==> src/flag_bank_pkg.sv <==
// package for the interrupt flag status bank: offsets, bit positions, masks, bus types
// assumes a 32-bit axi4-lite register bus and a single system clock
`default_nettype none
package flag_bank_pkg;
    localparam int ADDR_W = 4;
    localparam logic [ADDR_W-1:0] OFS_MOTOR_FLAGS = 4'h0;
    localparam logic [ADDR_W-1:0] OFS_PWM2_FLAGS = 4'h4;
    localparam logic [15:0] RST_MOTOR_FLAGS = 16'h0000;
    localparam logic [15:0] RST_PWM2_FLAGS = 16'h0000;
    // first register bit positions
    localparam int POS_PWM_ONE_FAULT_A = 15;
    localparam int POS_ENCODER_EVENT = 10;
    localparam int POS_PWM_ONE_ERROR = 9;
    // second register bit positions
    localparam int POS_PWM_TWO_FAULT_A = 10;
    localparam int POS_PWM_TWO_ERROR = 9;
    localparam int POS_UART_ONE_ERROR = 1;
    localparam logic [15:0] MASK_MOTOR_FLAGS = 16'h8600;
    localparam logic [15:0] MASK_PWM2_FLAGS = 16'h0602;
    localparam logic [1:0] RESP_OKAY = 2'h0;
    localparam logic [1:0] RESP_SLVERR = 2'h2;

    // peripheral event pulses, one cycle each
    typedef struct packed {
        logic pwm_one_fault_a;
        logic encoder_event;
        logic pwm_one_error;
        logic pwm_two_fault_a;
        logic pwm_two_error;
        logic uart_one_error;
    } event_t;

    typedef struct packed {
        logic [15:0] motor_fault_encoder_flags;
        logic [15:0] pwm2_uart_error_flags;
    } flags_t;
endpackage
`default_nettype wire

==> src/interrupt_flag_status_bank.sv <==
// interrupt flag status bank: two 16-bit sticky flag registers behind axi4-lite
// assumes event inputs are synchronous one-cycle pulses on clock
// Operation
// - a source event sets its flag to 1 and the flag holds until changed.
// - a flag reading 0 means no event was recorded since it was last cleared.
// - every implemented flag bit is software readable and writable, writes store directly.
// - all implemented flags are 0 after reset.
// - unimplemented bits read 0 and ignore writes.
// - first register bit 15 holds the pwm one fault a flag.
// - first register bit 10 holds the encoder event flag, set by an encoder event.
// - second register bit 10 holds the pwm two fault a flag.
// - second register bit 9 holds the pwm two error flag, reporting an event.
//
// Local design decisions: the register addresses and register access over AXI4-Lite.
`default_nettype none
module interrupt_flag_status_bank
    import flag_bank_pkg::*;
(
    // clock and reset
    input wire logic clock,
    input wire logic rst_n,
    // write address channel
    input wire logic s_axi_awvalid,
    output logic s_axi_awready,
    input wire logic [ADDR_W-1:0] s_axi_awaddr,
    input wire logic [2:0] s_axi_awprot,
    // write data channel
    input wire logic s_axi_wvalid,
    output logic s_axi_wready,
    input wire logic [31:0] s_axi_wdata,
    input wire logic [3:0] s_axi_wstrb,
    // write response channel
    output logic s_axi_bvalid,
    input wire logic s_axi_bready,
    output logic [1:0] s_axi_bresp,
    // read address channel
    input wire logic s_axi_arvalid,
    output logic s_axi_arready,
    input wire logic [ADDR_W-1:0] s_axi_araddr,
    input wire logic [2:0] s_axi_arprot,
    // read data channel
    output logic s_axi_rvalid,
    input wire logic s_axi_rready,
    output logic [31:0] s_axi_rdata,
    output logic [1:0] s_axi_rresp,
    // peripheral events and flag view
    input wire flag_bank_pkg::event_t events,
    output flag_bank_pkg::flags_t flags
);
    import flag_bank_pkg::*;

    logic [15:0] motor_flags_ff;
    logic [15:0] pwm2_flags_ff;
    logic aw_held_ff;
    logic [ADDR_W-1:0] aw_addr_ff;
    logic w_held_ff;
    logic [31:0] w_data_ff;
    logic [3:0] w_strb_ff;
    logic bvalid_ff;
    logic [1:0] bresp_ff;
    logic rvalid_ff;
    logic [31:0] rdata_ff;
    logic [1:0] rresp_ff;
    logic do_write;
    logic wr_motor;
    logic wr_pwm2;
    logic [15:0] nxt_motor_flags;
    logic [15:0] nxt_pwm2_flags;
    logic [15:0] motor_set;
    logic [15:0] pwm2_set;

    // byte-lane merge of the low half-word; only implemented bits survive
    function automatic logic [15:0] merge_write(input logic [15:0] old,
                                                input logic [31:0] data,
                                                input logic [3:0] strb,
                                                input logic [15:0] mask);
        logic [15:0] m;
        m = old;
        if (strb[0]) begin
            m[7:0] = data[7:0];
        end
        if (strb[1]) begin
            m[15:8] = data[15:8];
        end
        merge_write = m & mask;
    endfunction

    function automatic logic addr_hit(input logic [ADDR_W-1:0] a, input logic [ADDR_W-1:0] ofs);
        addr_hit = (a[ADDR_W-1:2] == ofs[ADDR_W-1:2]);
    endfunction

    // write address and data accepted in either order, response after both
    assign s_axi_awready = !aw_held_ff && !bvalid_ff;
    assign s_axi_wready = !w_held_ff && !bvalid_ff;
    assign do_write = aw_held_ff && w_held_ff && !bvalid_ff;
    assign wr_motor = do_write && addr_hit(aw_addr_ff, OFS_MOTOR_FLAGS);
    assign wr_pwm2 = do_write && addr_hit(aw_addr_ff, OFS_PWM2_FLAGS);

    always_ff @(posedge clock) begin
        if (!rst_n) begin
            aw_held_ff <= 1'b0;
            aw_addr_ff <= '0;
        end else if (s_axi_awvalid && s_axi_awready) begin
            aw_held_ff <= 1'b1;
            aw_addr_ff <= s_axi_awaddr;
        end else if (do_write) begin
            aw_held_ff <= 1'b0;
        end
    end

    always_ff @(posedge clock) begin
        if (!rst_n) begin
            w_held_ff <= 1'b0;
            w_data_ff <= '0;
            w_strb_ff <= '0;
        end else if (s_axi_wvalid && s_axi_wready) begin
            w_held_ff <= 1'b1;
            w_data_ff <= s_axi_wdata;
            w_strb_ff <= s_axi_wstrb;
        end else if (do_write) begin
            w_held_ff <= 1'b0;
        end
    end

    always_ff @(posedge clock) begin
        if (!rst_n) begin
            bvalid_ff <= 1'b0;
            bresp_ff <= RESP_OKAY;
        end else if (do_write) begin
            bvalid_ff <= 1'b1;
            bresp_ff <= (wr_motor || wr_pwm2) ? RESP_OKAY : RESP_SLVERR;
        end else if (s_axi_bready) begin
            bvalid_ff <= 1'b0;
        end
    end

    assign s_axi_bvalid = bvalid_ff;
    assign s_axi_bresp = bresp_ff;

    // event set vectors placed at their bit positions
    always_comb begin
        motor_set = 16'h0000;
        pwm2_set = 16'h0000;
        motor_set[POS_PWM_ONE_FAULT_A] = events.pwm_one_fault_a;
        motor_set[POS_ENCODER_EVENT] = events.encoder_event;
        motor_set[POS_PWM_ONE_ERROR] = events.pwm_one_error;
        pwm2_set[POS_PWM_TWO_FAULT_A] = events.pwm_two_fault_a;
        pwm2_set[POS_PWM_TWO_ERROR] = events.pwm_two_error;
        pwm2_set[POS_UART_ONE_ERROR] = events.uart_one_error;
    end

    // set wins over a software clear in the same cycle so no event is lost
    always_comb begin
        nxt_motor_flags = motor_flags_ff;
        nxt_pwm2_flags = pwm2_flags_ff;
        if (wr_motor) begin
            nxt_motor_flags = merge_write(motor_flags_ff, w_data_ff, w_strb_ff,
                                          MASK_MOTOR_FLAGS);
        end
        if (wr_pwm2) begin
            nxt_pwm2_flags = merge_write(pwm2_flags_ff, w_data_ff, w_strb_ff,
                                         MASK_PWM2_FLAGS);
        end
        nxt_motor_flags = nxt_motor_flags | (motor_set & MASK_MOTOR_FLAGS);
        nxt_pwm2_flags = nxt_pwm2_flags | (pwm2_set & MASK_PWM2_FLAGS);
    end

    always_ff @(posedge clock) begin
        if (!rst_n) begin
            motor_flags_ff <= RST_MOTOR_FLAGS;
            pwm2_flags_ff <= RST_PWM2_FLAGS;
        end else begin
            motor_flags_ff <= nxt_motor_flags;
            pwm2_flags_ff <= nxt_pwm2_flags;
        end
    end

    assign flags.motor_fault_encoder_flags = motor_flags_ff;
    assign flags.pwm2_uart_error_flags = pwm2_flags_ff;

    // read path: one read at a time, answer one cycle after address
    assign s_axi_arready = !rvalid_ff;

    always_ff @(posedge clock) begin
        if (!rst_n) begin
            rvalid_ff <= 1'b0;
            rdata_ff <= '0;
            rresp_ff <= RESP_OKAY;
        end else if (s_axi_arvalid && s_axi_arready) begin
            rvalid_ff <= 1'b1;
            if (addr_hit(s_axi_araddr, OFS_MOTOR_FLAGS)) begin
                rdata_ff <= {16'h0000, motor_flags_ff & MASK_MOTOR_FLAGS};
                rresp_ff <= RESP_OKAY;
            end else if (addr_hit(s_axi_araddr, OFS_PWM2_FLAGS)) begin
                rdata_ff <= {16'h0000, pwm2_flags_ff & MASK_PWM2_FLAGS};
                rresp_ff <= RESP_OKAY;
            end else begin
                rdata_ff <= '0;
                rresp_ff <= RESP_SLVERR;
            end
        end else if (s_axi_rready) begin
            rvalid_ff <= 1'b0;
        end
    end

    assign s_axi_rvalid = rvalid_ff;
    assign s_axi_rdata = rdata_ff;
    assign s_axi_rresp = rresp_ff;

    // assertions
    property p_event_sets;
        @(posedge clock) disable iff (!rst_n)
        events.encoder_event |=> motor_flags_ff[POS_ENCODER_EVENT];
    endproperty
    a_event_sets: assert property (p_event_sets) else $error("encoder event not flagged");

    property p_fault_sets;
        @(posedge clock) disable iff (!rst_n)
        events.pwm_one_fault_a |=> motor_flags_ff[POS_PWM_ONE_FAULT_A];
    endproperty
    a_fault_sets: assert property (p_fault_sets) else $error("fault a one not flagged");

    property p_err1_sets;
        @(posedge clock) disable iff (!rst_n)
        events.pwm_one_error |=> motor_flags_ff[POS_PWM_ONE_ERROR];
    endproperty
    a_err1_sets: assert property (p_err1_sets) else $error("pwm one error not flagged");

    property p_fault2_sets;
        @(posedge clock) disable iff (!rst_n)
        events.pwm_two_fault_a |=> pwm2_flags_ff[POS_PWM_TWO_FAULT_A];
    endproperty
    a_fault2_sets: assert property (p_fault2_sets) else $error("fault a two not flagged");

    property p_err2_sets;
        @(posedge clock) disable iff (!rst_n)
        events.pwm_two_error |=> pwm2_flags_ff[POS_PWM_TWO_ERROR];
    endproperty
    a_err2_sets: assert property (p_err2_sets) else $error("pwm two error not flagged");

    property p_uart_sets;
        @(posedge clock) disable iff (!rst_n)
        events.uart_one_error |=> pwm2_flags_ff[POS_UART_ONE_ERROR];
    endproperty
    a_uart_sets: assert property (p_uart_sets) else $error("uart error not flagged");

    property p_sticky;
        @(posedge clock) disable iff (!rst_n)
        (motor_flags_ff[POS_ENCODER_EVENT] && !wr_motor) |=> motor_flags_ff[POS_ENCODER_EVENT];
    endproperty
    a_sticky: assert property (p_sticky) else $error("flag dropped without write");

    property p_no_spurious;
        @(posedge clock) disable iff (!rst_n)
        (!pwm2_flags_ff[POS_UART_ONE_ERROR] && !wr_pwm2 && !events.uart_one_error)
            |=> !pwm2_flags_ff[POS_UART_ONE_ERROR];
    endproperty
    a_no_spurious: assert property (p_no_spurious) else $error("flag rose without cause");

    property p_write_stores;
        @(posedge clock) disable iff (!rst_n)
        (wr_motor && w_strb_ff[1] && !events.pwm_one_fault_a)
            |=> motor_flags_ff[POS_PWM_ONE_FAULT_A] == $past(w_data_ff[POS_PWM_ONE_FAULT_A]);
    endproperty
    a_write_stores: assert property (p_write_stores) else $error("write not stored");

    property p_unimpl_zero;
        @(posedge clock) disable iff (!rst_n)
        ((motor_flags_ff & ~MASK_MOTOR_FLAGS) == 16'h0000)
            && ((pwm2_flags_ff & ~MASK_PWM2_FLAGS) == 16'h0000);
    endproperty
    a_unimpl_zero: assert property (p_unimpl_zero) else $error("unimplemented bit set");

    property p_reset_clear;
        @(posedge clock) !rst_n |=> (motor_flags_ff == 16'h0000) && (pwm2_flags_ff == 16'h0000);
    endproperty
    a_reset_clear: assert property (p_reset_clear) else $error("flags not cleared by reset");

    property p_motor_sticky;
        @(posedge clock) disable iff (!rst_n)
        !wr_motor |=> (motor_flags_ff & $past(motor_flags_ff)) == $past(motor_flags_ff);
    endproperty
    a_motor_sticky: assert property (p_motor_sticky) else $error("motor flag lost");

    property p_pwm2_sticky;
        @(posedge clock) disable iff (!rst_n)
        !wr_pwm2 |=> (pwm2_flags_ff & $past(pwm2_flags_ff)) == $past(pwm2_flags_ff);
    endproperty
    a_pwm2_sticky: assert property (p_pwm2_sticky) else $error("pwm2 flag lost");

    // no write and no event: nothing may move in either direction
    property p_motor_quiet;
        @(posedge clock) disable iff (!rst_n)
        (!wr_motor && !events.pwm_one_fault_a && !events.encoder_event && !events.pwm_one_error)
            |=> $stable(motor_flags_ff);
    endproperty
    a_motor_quiet: assert property (p_motor_quiet) else $error("motor flag moved");

    property p_pwm2_quiet;
        @(posedge clock) disable iff (!rst_n)
        (!wr_pwm2 && !events.pwm_two_fault_a && !events.pwm_two_error && !events.uart_one_error)
            |=> $stable(pwm2_flags_ff);
    endproperty
    a_pwm2_quiet: assert property (p_pwm2_quiet) else $error("pwm2 flag moved");

    // read data is the register as it stood when the address was taken
    property p_read_motor;
        @(posedge clock) disable iff (!rst_n)
        (s_axi_arvalid && s_axi_arready && addr_hit(s_axi_araddr, OFS_MOTOR_FLAGS))
            |=> s_axi_rvalid && (s_axi_rdata == {16'h0000, $past(motor_flags_ff)});
    endproperty
    a_read_motor: assert property (p_read_motor) else $error("motor read data wrong");

    property p_read_pwm2;
        @(posedge clock) disable iff (!rst_n)
        (s_axi_arvalid && s_axi_arready && addr_hit(s_axi_araddr, OFS_PWM2_FLAGS))
            |=> s_axi_rvalid && (s_axi_rdata == {16'h0000, $past(pwm2_flags_ff)});
    endproperty
    a_read_pwm2: assert property (p_read_pwm2) else $error("pwm2 read data wrong");

    property p_upper_zero;
        @(posedge clock) disable iff (!rst_n)
        s_axi_rvalid |-> (s_axi_rdata[31:16] == 16'h0000);
    endproperty
    a_upper_zero: assert property (p_upper_zero) else $error("upper bits set");

    property p_unmapped_read;
        @(posedge clock) disable iff (!rst_n)
        (s_axi_arvalid && s_axi_arready && !addr_hit(s_axi_araddr, OFS_MOTOR_FLAGS)
            && !addr_hit(s_axi_araddr, OFS_PWM2_FLAGS))
            |=> (s_axi_rresp == RESP_SLVERR) && (s_axi_rdata == 32'h0000_0000);
    endproperty
    a_unmapped_read: assert property (p_unmapped_read) else $error("stray read");

    property p_unmapped_write;
        @(posedge clock) disable iff (!rst_n)
        (do_write && !wr_motor && !wr_pwm2 && (events == '0))
            |=> $stable(motor_flags_ff) && $stable(pwm2_flags_ff)
            && (s_axi_bresp == RESP_SLVERR);
    endproperty
    a_unmapped_write: assert property (p_unmapped_write) else $error("stray write");

    property p_write_okay;
        @(posedge clock) disable iff (!rst_n)
        (wr_motor || wr_pwm2) |=> s_axi_bvalid && (s_axi_bresp == RESP_OKAY);
    endproperty
    a_write_okay: assert property (p_write_okay) else $error("write not answered");

    property p_low_write;
        @(posedge clock) disable iff (!rst_n)
        (wr_pwm2 && w_strb_ff[0] && !events.uart_one_error)
            |=> pwm2_flags_ff[POS_UART_ONE_ERROR] == $past(w_data_ff[POS_UART_ONE_ERROR]);
    endproperty
    a_low_write: assert property (p_low_write) else $error("uart write lost");

    c_write_done: cover property (@(posedge clock) disable iff (!rst_n) do_write);
    c_read_done: cover property (@(posedge clock) disable iff (!rst_n)
        s_axi_rvalid && s_axi_rready);
    c_set_vs_clear: cover property (@(posedge clock) disable iff (!rst_n)
        wr_motor && events.encoder_event);
    c_unmapped: cover property (@(posedge clock) disable iff (!rst_n)
        do_write && !wr_motor && !wr_pwm2);
    c_all_events: cover property (@(posedge clock) disable iff (!rst_n) events == '1);
endmodule
`default_nettype wire

==> config.mk <==
export PLATFORM = sky130hd
export DESIGN_NAME = interrupt_flag_status_bank
export DESIGN_NICKNAME = d
export VERILOG_FILES = /design/src/flag_bank_pkg.sv /design/src/interrupt_flag_status_bank.sv
export SDC_FILE = /design/constraint.sdc
export NUM_CORES = 1
export LEC_CHECK = 0
export BUFFER_PORTS_ARGS = -buffer_cell sky130_fd_sc_hd__buf_2
export CORE_ASPECT_RATIO = 0.75
export CORE_UTILIZATION = 40
export DETAILED_ROUTE_END_ITERATION = 6
export PLACE_DENSITY_LB_ADDON = 0.15
export SYNTH_ARGS = -nofsm -noshare
export SYNTH_HDL_FRONTEND = slang
export SYNTH_SLANG_ARGS = --single-unit
==> constraint.sdc <==
create_clock -name clock -period 3.53 [get_ports clock]
set_input_delay 0.706 -clock clock [delete_from_list [all_inputs] [get_ports clock]]
set_output_delay 0.706 -clock clock [all_outputs]
set_load 0.005 [all_outputs]
-- Yosys cells after proc, flatten, opt, wreduce, memory -nomap -nowiden
Cells that the tools add are included.
- memory bits (read-only): 0
- bits in latches: 0
- register bits after elaboration: 94
- input bits: 63
- output and inout port bits: 73
- word-level logic and storage cells: 53
- memories: 0
- memory bits (writable): 0
- $add $sub $neg: 0
- shift-type cells: 0
- divide/modulo/power cells: 0
- multiplexer cells: 17
- multiply operators: 0
- $lt $le $gt $ge: 0
- bitwise operators: 2
- reduce and logical (&&, ||, !) cells: 20
- equality and inequality tests: 2
- operators by type and width (cell ; number):
    16-bit 2-to-1 mux ; 3
    16-bit by 11-bit OR with 16-bit output ; 1
    16-bit OR ; 1
    11-bit 2-to-1 mux ; 1
    1-bit logical AND ; 9
    2-bit 2-to-1 mux ; 4
    8-bit 2-to-1 mux ; 1
    2-bit nonzero test ; 4
    1-bit 2-to-1 mux ; 7
    2-bit by 1-bit equality test with 1-bit output (second input constant) ; 2
    1-bit logical NOT ; 4
    2-bit logical NOT ; 2
    3-bit 2-to-1 mux ; 1
    1-bit logical OR ; 1

-- Longest topological paths before layout
Gate-level depths: netlist of the first run.
- depth after elaboration: 5
- depth in mapped cells: 4
- gate-level depth less buffers: 3

-- Worst setup path before layout of the first run
Ideal clock, no wire load.
- path kind: input to register
- start: input port s_axi_awvalid
- end: register aw_addr_ff[2]
- slack: 2.080 ns
- data arrival time: 1.334 ns
- stages on the path: 3
- data required time: 3.414 ns
- buffers on the path: 0
- setup time: 0.116 ns
- cell sequence: nor3b_1 mux2i_1 nor2b_1
- longest elaborated chain between the ends: 1
- RTL lines (what ; RTL line ; RTL):
    from (decl) ; interrupt_flag_status_bank.sv:23 ; input wire logic s_axi_awvalid,
    1-bit logical AND ; interrupt_flag_status_bank.sv:103 ; end else if (s_axi_awvalid && s_axi_awready) begin
    to (signal assigned) ; interrupt_flag_status_bank.sv:105 ; aw_addr_ff <= s_axi_awaddr;
    to (decl) ; interrupt_flag_status_bank.sv:55 ; logic [ADDR_W-1:0] aw_addr_ff;
No other way between the ends.
A chain may end at the register's enable or synchronous reset.

-- Worst setup path after layout of the first run
- start: register bvalid_ff (netlist: s_axi_bvalid)
- end: register w_data_ff[10]
- longest elaborated chain between the ends: 3
- RTL lines (what ; RTL line ; RTL):
    from (decl) ; interrupt_flag_status_bank.sv:59 ; logic bvalid_ff;
    from (signal assigned) ; interrupt_flag_status_bank.sv:127 ; bvalid_ff <= 1'b0;
    from (signal assigned) ; interrupt_flag_status_bank.sv:130 ; bvalid_ff <= 1'b1;
    from (signal assigned) ; interrupt_flag_status_bank.sv:133 ; bvalid_ff <= 1'b0;
    1-bit logical NOT ; interrupt_flag_status_bank.sv:94 ; assign s_axi_wready = !w_held_ff && !bvalid_ff;
    1-bit logical AND ; interrupt_flag_status_bank.sv:94 ;
    1-bit logical AND ; interrupt_flag_status_bank.sv:116 ; end else if (s_axi_wvalid && s_axi_wready) begin
    to (signal assigned) ; interrupt_flag_status_bank.sv:118 ; w_data_ff <= s_axi_wdata;
    to (decl) ; interrupt_flag_status_bank.sv:57 ; logic [31:0] w_data_ff;
No other way between the ends.

==> results of run 1 <==
[metrics by stage]
| step | util [%] | cells | hold WS (ns) |
|---|---|---|---|
| global route | 45.7 | 252 | 0.499 |
| global placement | 44.1 | 248 | 0.449 |
| CTS | 45.7 | 252 | 0.467 |
| finish | 45.7 | 252 | 0.464 |
| detailed placement | 44.1 | 248 | 0.456 |
| floorplan | - | 219 | 0.457 |
[layout by cell type, fill, tap and decap left out, types with 3 or more instances in the layout]
cell and count:
a21boi_0 6, buf_2 39, clkbuf_8 4, conb_1 56, dfxtp_1 24, mux2i_1 9, nand2_1 5, nand2b_1 4
nor2_1 6, nor2b_1 15, nor3b_1 3, o21ai_0 5, o311a_1 3
[cell type report]
| cell class | instances | area, µm² |
|---|---|---|
| Clock buffer | 4 | 55.1 |
| Inverter | 2 | 7.51 |
| Fill cell | 369 | 1850 |
| Timing Repair Buffer | 39 | 195 |
| Tap cell | 50 | 62.6 |
| Multi-Input combinational cell | 133 | 754 |
| Sequential cell | 24 | 480 |
[power by group through the flow]
stage | Clock [mW] | Combinational, mW | Sequential (mW)
after floorplan | 0 | 0.107 | 0.307
after global placement | 0 | 0.0917 | 0.312
after detailed placement | 0 | 0.0940 | 0.313
after CTS | 0.196 | 0.0945 | 0.306
after global routing | 0.209 | 0.109 | 0.309
final | 0.188 | 0.0941 | 0.306
[critical path: cells and delay by family, from the launching register on]
family | cells | cell delay [ns]
AND/OR/NAND/NOR | 2 | 1.04
multiplexers | 1 | 0.30
flip-flops | 1 | 0.45
[cell usage after synthesis, types with 2 or more instances]
| library cell | number |
|---|---|
| nor2b_1 | 15 |
| nand2_1 | 5 |
| o31a_1 | 2 |
| a21oi_1 | 2 |
| nor3b_1 | 3 |
| mux2_2 | 2 |
| dfxtp_1 | 24 |
| nor2_1 | 6 |
| nand4b_1 | 2 |
| a31oi_1 | 2 |
| nand3b_1 | 2 |
| a21boi_0 | 6 |
| inv_1 | 2 |
| o311a_1 | 3 |
| clkbuf_1 | 3 |
| buf_4 | 56 |
| a22oi_1 | 2 |
| mux2i_1 | 9 |
| o21ai_0 | 5 |
| nand2b_1 | 4 |
[state kept, by name, indices dropped and copies added (netlist names)]
| register | flops |
|---|---|
| aw_addr_ff | 2 |
| s_axi_rvalid | 1 |
| s_axi_rresp | 1 |
| s_axi_bvalid | 1 |
| w_strb_ff | 2 |
| s_axi_rdata | 4 |
| aw_held_ff | 1 |
| s_axi_bresp | 1 |
| pwm2_flags_ff | 3 |
| w_held_ff | 1 |
| w_data_ff | 4 |
| motor_flags_ff | 3 |
[how the worst max path moves through the flow]
stage,startpoint,to,slack [ns]
3_3_place_gp,s_axi_wvalid,w_data_ff[15]$_SDFFE_PN0P_,1.40
5_1_grt,s_axi_bvalid$_SDFFE_PN0P_,w_data_ff[10]$_SDFFE_PN0P_,1.47
6_report,s_axi_bvalid$_SDFFE_PN0P_,w_data_ff[10]$_SDFFE_PN0P_,1.64
3_5_place_dp,s_axi_wvalid,w_data_ff[10]$_SDFFE_PN0P_,1.33
2_1_floorplan,s_axi_awvalid,aw_addr_ff[2]$_SDFFE_PN0P_,2.08
4_1_cts,s_axi_bvalid$_SDFFE_PN0P_,w_data_ff[10]$_SDFFE_PN0P_,1.61
[metal layers]
| metal | global-route usage [%] | vias to the layer above |
|---|---|---|
| met1 | 17.4 | 452 |
| met3 | 4.97 | 4 |
| met4 | 2.94 | 0 |
| li1 | - | 515 |
| met5 | 0 | - |
| met2 | 19.6 | 43 |
[cell families after synthesis]
family	after synthesis
AOI/OAI and AO/OA	23
buffers and inverters	62
DFF	24
muxes	11
other	1
and+or+nand+nor	43
==> flow_metrics.py, run 1 <==
metrics = {
    "clock_tree": {
        "clock_sinks": 24,
        "h-tree-depth": 1,
        "path_clk_slew_ns": 0.09,
        "cts_resized": 0,
        "hold_buffers": 0,
        "cts_tree": "done",
        "cts_setup_buffers": 0,
        "root_buffer": "clkbuf_8",
        "cts_buffer_depth": 2,
        "insertion_delay_ns": 0.27,
        "numCtsBuffers": 3,
    },
    "min_path": {
        "hp-start": "s_axi_rresp[1]$_SDFFE_PN0P_",
        "hold_depth": 2,
        "min_path_type": "reg -> reg",
        "worstHoldEndpoint": "s_axi_rresp[1]$_SDFFE_PN0P_",
    },
    "placed_design": {
        "dp_hpwl_um": 2050,
        "pre_cts_ws_ns": 1.33,
        "place.gp.congestion": 0.726,
        "portBuffers": 39,
        "dpl_cell_area_um2": 1500,
    },
    "detailed_routing": {
        "met3_length_um": 166,
        "vias_per_cell": 4.02,
        "drt_pre_antenna_iters": 4,
        "drc": 0,
        "ant_nets": 0,
        "dr.first_iter.drc_count": 23,
        "drt-wirelength-per-cell_um": 10.3,
        "wl_met2_um": 1150,
        "dr_total_vias": 1014,
        "top_layer_used": "met4",
        "routed_wl_um": 2600,
        "wl_met1_um": 1270,
    },
    "power": {
        "seq_power_share_pct": 52.0,
        "power_frac_clock_pct": 32.0,
        "pwr-share-comb_pct": 16.0,
        "switchingPower_mw": 0.156,
        "total_power_mw": 0.588,
        "ir_worst_vdd_mv": 0.270,
        "p_leak_nw": 0.757,
        "p_per_area_nw_per_um2": 378,
        "switching_share_pct": 26.5,
        "p_int_mw": 0.433,
    },
    "global_route": {
        "antenna_found_initial": 0,
        "grt_overflow_total": 0,
        "grt_max_degree": 25,
        "grt_pass1_wl_um": 3710,
        "first_global_vias": 803,
        "grt.total_usage_pct": 12.9,
    },
    "sta": {
        "finalSetupViolCount": 0,
        "finalClockSkew_ns": 0.00597,
        "tightest_slew_ns": 1.14,
        "fin_crit_ns": 1.89,
        "final_hold_viol_count": 0,
        "finalSetupTns_ns": 0,
        "fmax_mhz": 528,
        "post-route-period-util_pct": 53.6,
        "setup_ws_ns": 1.64,
        "rsz0062_at_grt": "false",
        "slew_viol_final": 0,
        "slew_headroom_pct": 23.9,
    },
    "synth": {
        "syn_area_um2": 1470,
        "async_flop_share_pct": 0,
        "synth_top_family_by_area": "buffers and inverters",
        "synth_top_area_share_pct": 32.6,
        "synth_ff_type": "dfxtp_1",
        "synth.area.top_cells": "dfxtp_1 33%, buf_4 29%, nor2b_1 6.4%, mux2i_1 6.1%, a21boi_0 3.1%",
        "synth_warnings": 0,
        "synth_compound_gate_area_share_pct": 11.2,
        "yosys.area_share.simple_pct": 18.1,
        "yosys.area_share.adder_pct": 0,
        "yosysUniqueCellTypes": 29,
        "synth_xor_area_share_pct": 0,
        "synth-edff-count": 0,
        "synth-seq-cells": 24,
        "ys_seq_area_share_pct": 32.6,
        "muxShareOfSynthArea_pct": 7.65,
        "netlist_instances": 164,
        "post-synth-top-area-cell": "dfxtp_1",
        "syn_avg_cell_area_um2": 8.98,
    },
    "floorplanning": {
        "core_area_um2": 3400,
        "num_rows": 18,
        "ioPinCount": 136,
        "start_util_pct": 43.3,
        "die_area_um2": 3930,
        "die_w_um": 72.1,
        "chipHeight_um": 54.5,
    },
    "job": {
        "maxCapViolCount": 0,
    },
    "layout": {
        "diodes": 0,
        "design_area_um2": 1560,
        "drive_above_1_share_pct": 23.3,
        "final_nets": 266,
        "syn2layout_area_growth_pct": 5.61,
    },
    "critical_path": {
        "crit_chain": "nor3b_1, mux2i_1, nor2b_1",
        "ff2ff_path_depth": 3,
        "required_ns": 3.69,
        "crit_arrival_ns": 2.06,
        "critical-path-max-stage-delay_ns": 0.98,
        "cp_max_fo": 14,
        "reg2reg_slack_ns": 1.64,
        "critical-path-slowest-cell": "nor3b_1",
        "crit_path_end_kind": "flip-flop",
        "r2r_end": "w_data_ff[10]$_SDFFE_PN0P_",
        "crit_type": "reg -> reg",
        "worstReg2RegStart": "s_axi_bvalid$_SDFFE_PN0P_",
        "start_kind": "flip-flop",
    },
    "outcome": {
        "status": "complete, no violations",
    },
}
Power figures use the tool's default switching activity.
==> run 2: changes to the inputs <==
CORE_UTILIZATION = 37   (was 40)
clock period = 2 ns   (was 3.53 ns; I/O delays follow)
==> run 2 against run 1 <==
Effect of this change: worst hold slack worse by 0.11 ns; clock-buffer cell count unchanged; wire length up 1.7%; total power grew 78%; critical path type unchanged; sequential share of layout area is 0.34 points lower.
==> flow_metrics.py, run 2 (synthesis results as in run 1) <==
metrics = {
    "power": {
        "power_frac_clock_pct": 32.1,
        "p_int_mw": 0.766,
        "p_per_area_nw_per_um2": 665,
        "switching_share_pct": 26.7,
        "pwr-share-comb_pct": 16.4,
        "ir_worst_vdd_mv": 0.288,
        "seq_power_share_pct": 51.5,
        "switchingPower_mw": 0.280,
        "p_leak_nw": 0.767,
    },
    "detailed_routing": {
        "ant_nets": 0,
        "routed_wl_um": 2650,
        "dr.first_iter.drc_count": 64,
        "dr_total_vias": 1030,
        "vias_per_cell": 4.02,
        "drc": 0,
        "drt_pre_antenna_iters": 4,
        "drt-wirelength-per-cell_um": 10.3,
    },
    "clock_tree": {
        "cts_setup_buffers": 0,
        "h-tree-depth": 1,
        "root_buffer": "clkbuf_8",
        "insertion_delay_ns": 0.27,
        "path_clk_slew_ns": 0.09,
        "clock_sinks": 24,
        "numCtsBuffers": 3,
        "cts_resized": 0,
        "hold_buffers": 0,
        "cts_tree": "done",
        "cts_buffer_depth": 2,
    },
    "sta": {
        "finalSetupViolCount": 0,
        "post-route-period-util_pct": 72.3,
        "finalSetupTns_ns": 0,
        "finalClockSkew_ns": 0.00641,
        "slew_headroom_pct": 65.6,
        "rsz0062_at_grt": "false",
        "final_hold_viol_count": 0,
        "setup_ws_ns": 0.553,
        "slew_viol_final": 0,
        "fin_crit_ns": 1.45,
        "fmax_mhz": 691,
        "tightest_slew_ns": 0.515,
    },
    "placed_design": {
        "dpl.cell_count": 252,
        "portBuffers": 39,
        "place.gp.congestion": 0.778,
        "dp_hpwl_um": 2140,
        "pre_cts_ws_ns": 0.574,
    },
    "layout": {
        "mostFrequentLayoutCell": "conb_1",
        "diodes": 0,
        "drive_above_1_share_pct": 24.0,
        "most-common-layout-cells": "56 x conb_1, 39 x buf_2, 24 x dfxtp_1",
        "syn2layout_area_growth_pct": 6.80,
        "final_nets": 268,
        "instances_no_fill": 256,
    },
    "critical_path": {
        "worstReg2RegStart": "w_strb_ff[1]$_SDFFE_PN0P_",
        "startpoint": "w_strb_ff[1]$_SDFFE_PN0P_",
        "crit_arrival_ns": 1.62,
        "crit_path_end_kind": "flip-flop",
        "required_ns": 2.17,
        "start_kind": "flip-flop",
        "cp_max_fo": 4,
        "crit_type": "reg -> reg",
    },
    "floorplanning": {
        "num_rows": 19,
        "start_util_pct": 39.5,
        "ioPinCount": 136,
        "die_w_um": 74.9,
        "core_area_um2": 3730,
        "chipHeight_um": 56.6,
        "die_area_um2": 4240,
    },
    "global_route": {
        "antenna_found_initial": 0,
        "grt_overflow_total": 0,
        "first_global_vias": 806,
        "grt_pass1_wl_um": 3970,
        "grt_max_degree": 25,
        "grt.total_usage_pct": 12.5,
    },
    "min_path": {
        "hp-start": "events[0]",
        "min_path_type": "in -> reg",
    },
    "job": {
        "maxCapViolCount": 0,
    },
    "outcome": {
        "status": "complete, no violations",
    },
}
run 2: layout make-up:
cell class,instances,area (µm²)
clock buffers,4,55.1
fillers,392,2160
multi-input cells,133,754
flip-flops and latches,24,480
well taps,52,65.1
inverters,2,7.51
repair buffers,41,210
run 2: through the flow:
step                      area (µm²)  power (mW)  hold WS, ns  util (%)
final                           1570        1.05        0.355      42.1
after global routing            1570        1.10        0.352      42.1
after CTS                       1570        1.05        0.352      42.1
after floorplan                 1680       0.731        0.457         -
after detailed placement        1520       0.722        0.464      40.7
after global placement          1520       0.716        0.451      40.7
run 2: worst max-delay path: stages (launching register included):
cell,delay [ns]
dfxtp_1,0.40
or3b_4,0.42
or2_4,0.25
o311a_1,0.28
run 2: final timing paths:
check | slack [ns] | cells past startpoint | to
setup reg to reg | 0.55 | 3 | motor_flags_ff[9]$_SDFF_PN0_
setup / recovery | 0.55 | 3 | motor_flags_ff[9]$_SDFF_PN0_
hold reg to reg | 0.47 | 2 | s_axi_rresp[1]$_SDFFE_PN0P_
hold / removal | 0.36 | 2 | pwm2_flags_ff[1]$_SDFF_PN0_
run 2: routing by layer:
metal	global-route usage, %	vias up	share of wire (%)
met1	17.8	463	49
met3	5.57	3	7.6
met2	17.4	49	43
li1	-	515	-
met5	0	-	0
met4	2.43	0	0.49
run 2: power by group through the flow:
stage	clock network (mW)	registers (mW)	logic, mW
2_1_floorplan	0	0.542	0.189
6_report	0.336	0.538	0.172
5_1_grt	0.359	0.543	0.197
4_1_cts	0.343	0.538	0.172
3_5_place_dp	0	0.550	0.172
3_3_place_gp	0	0.548	0.168
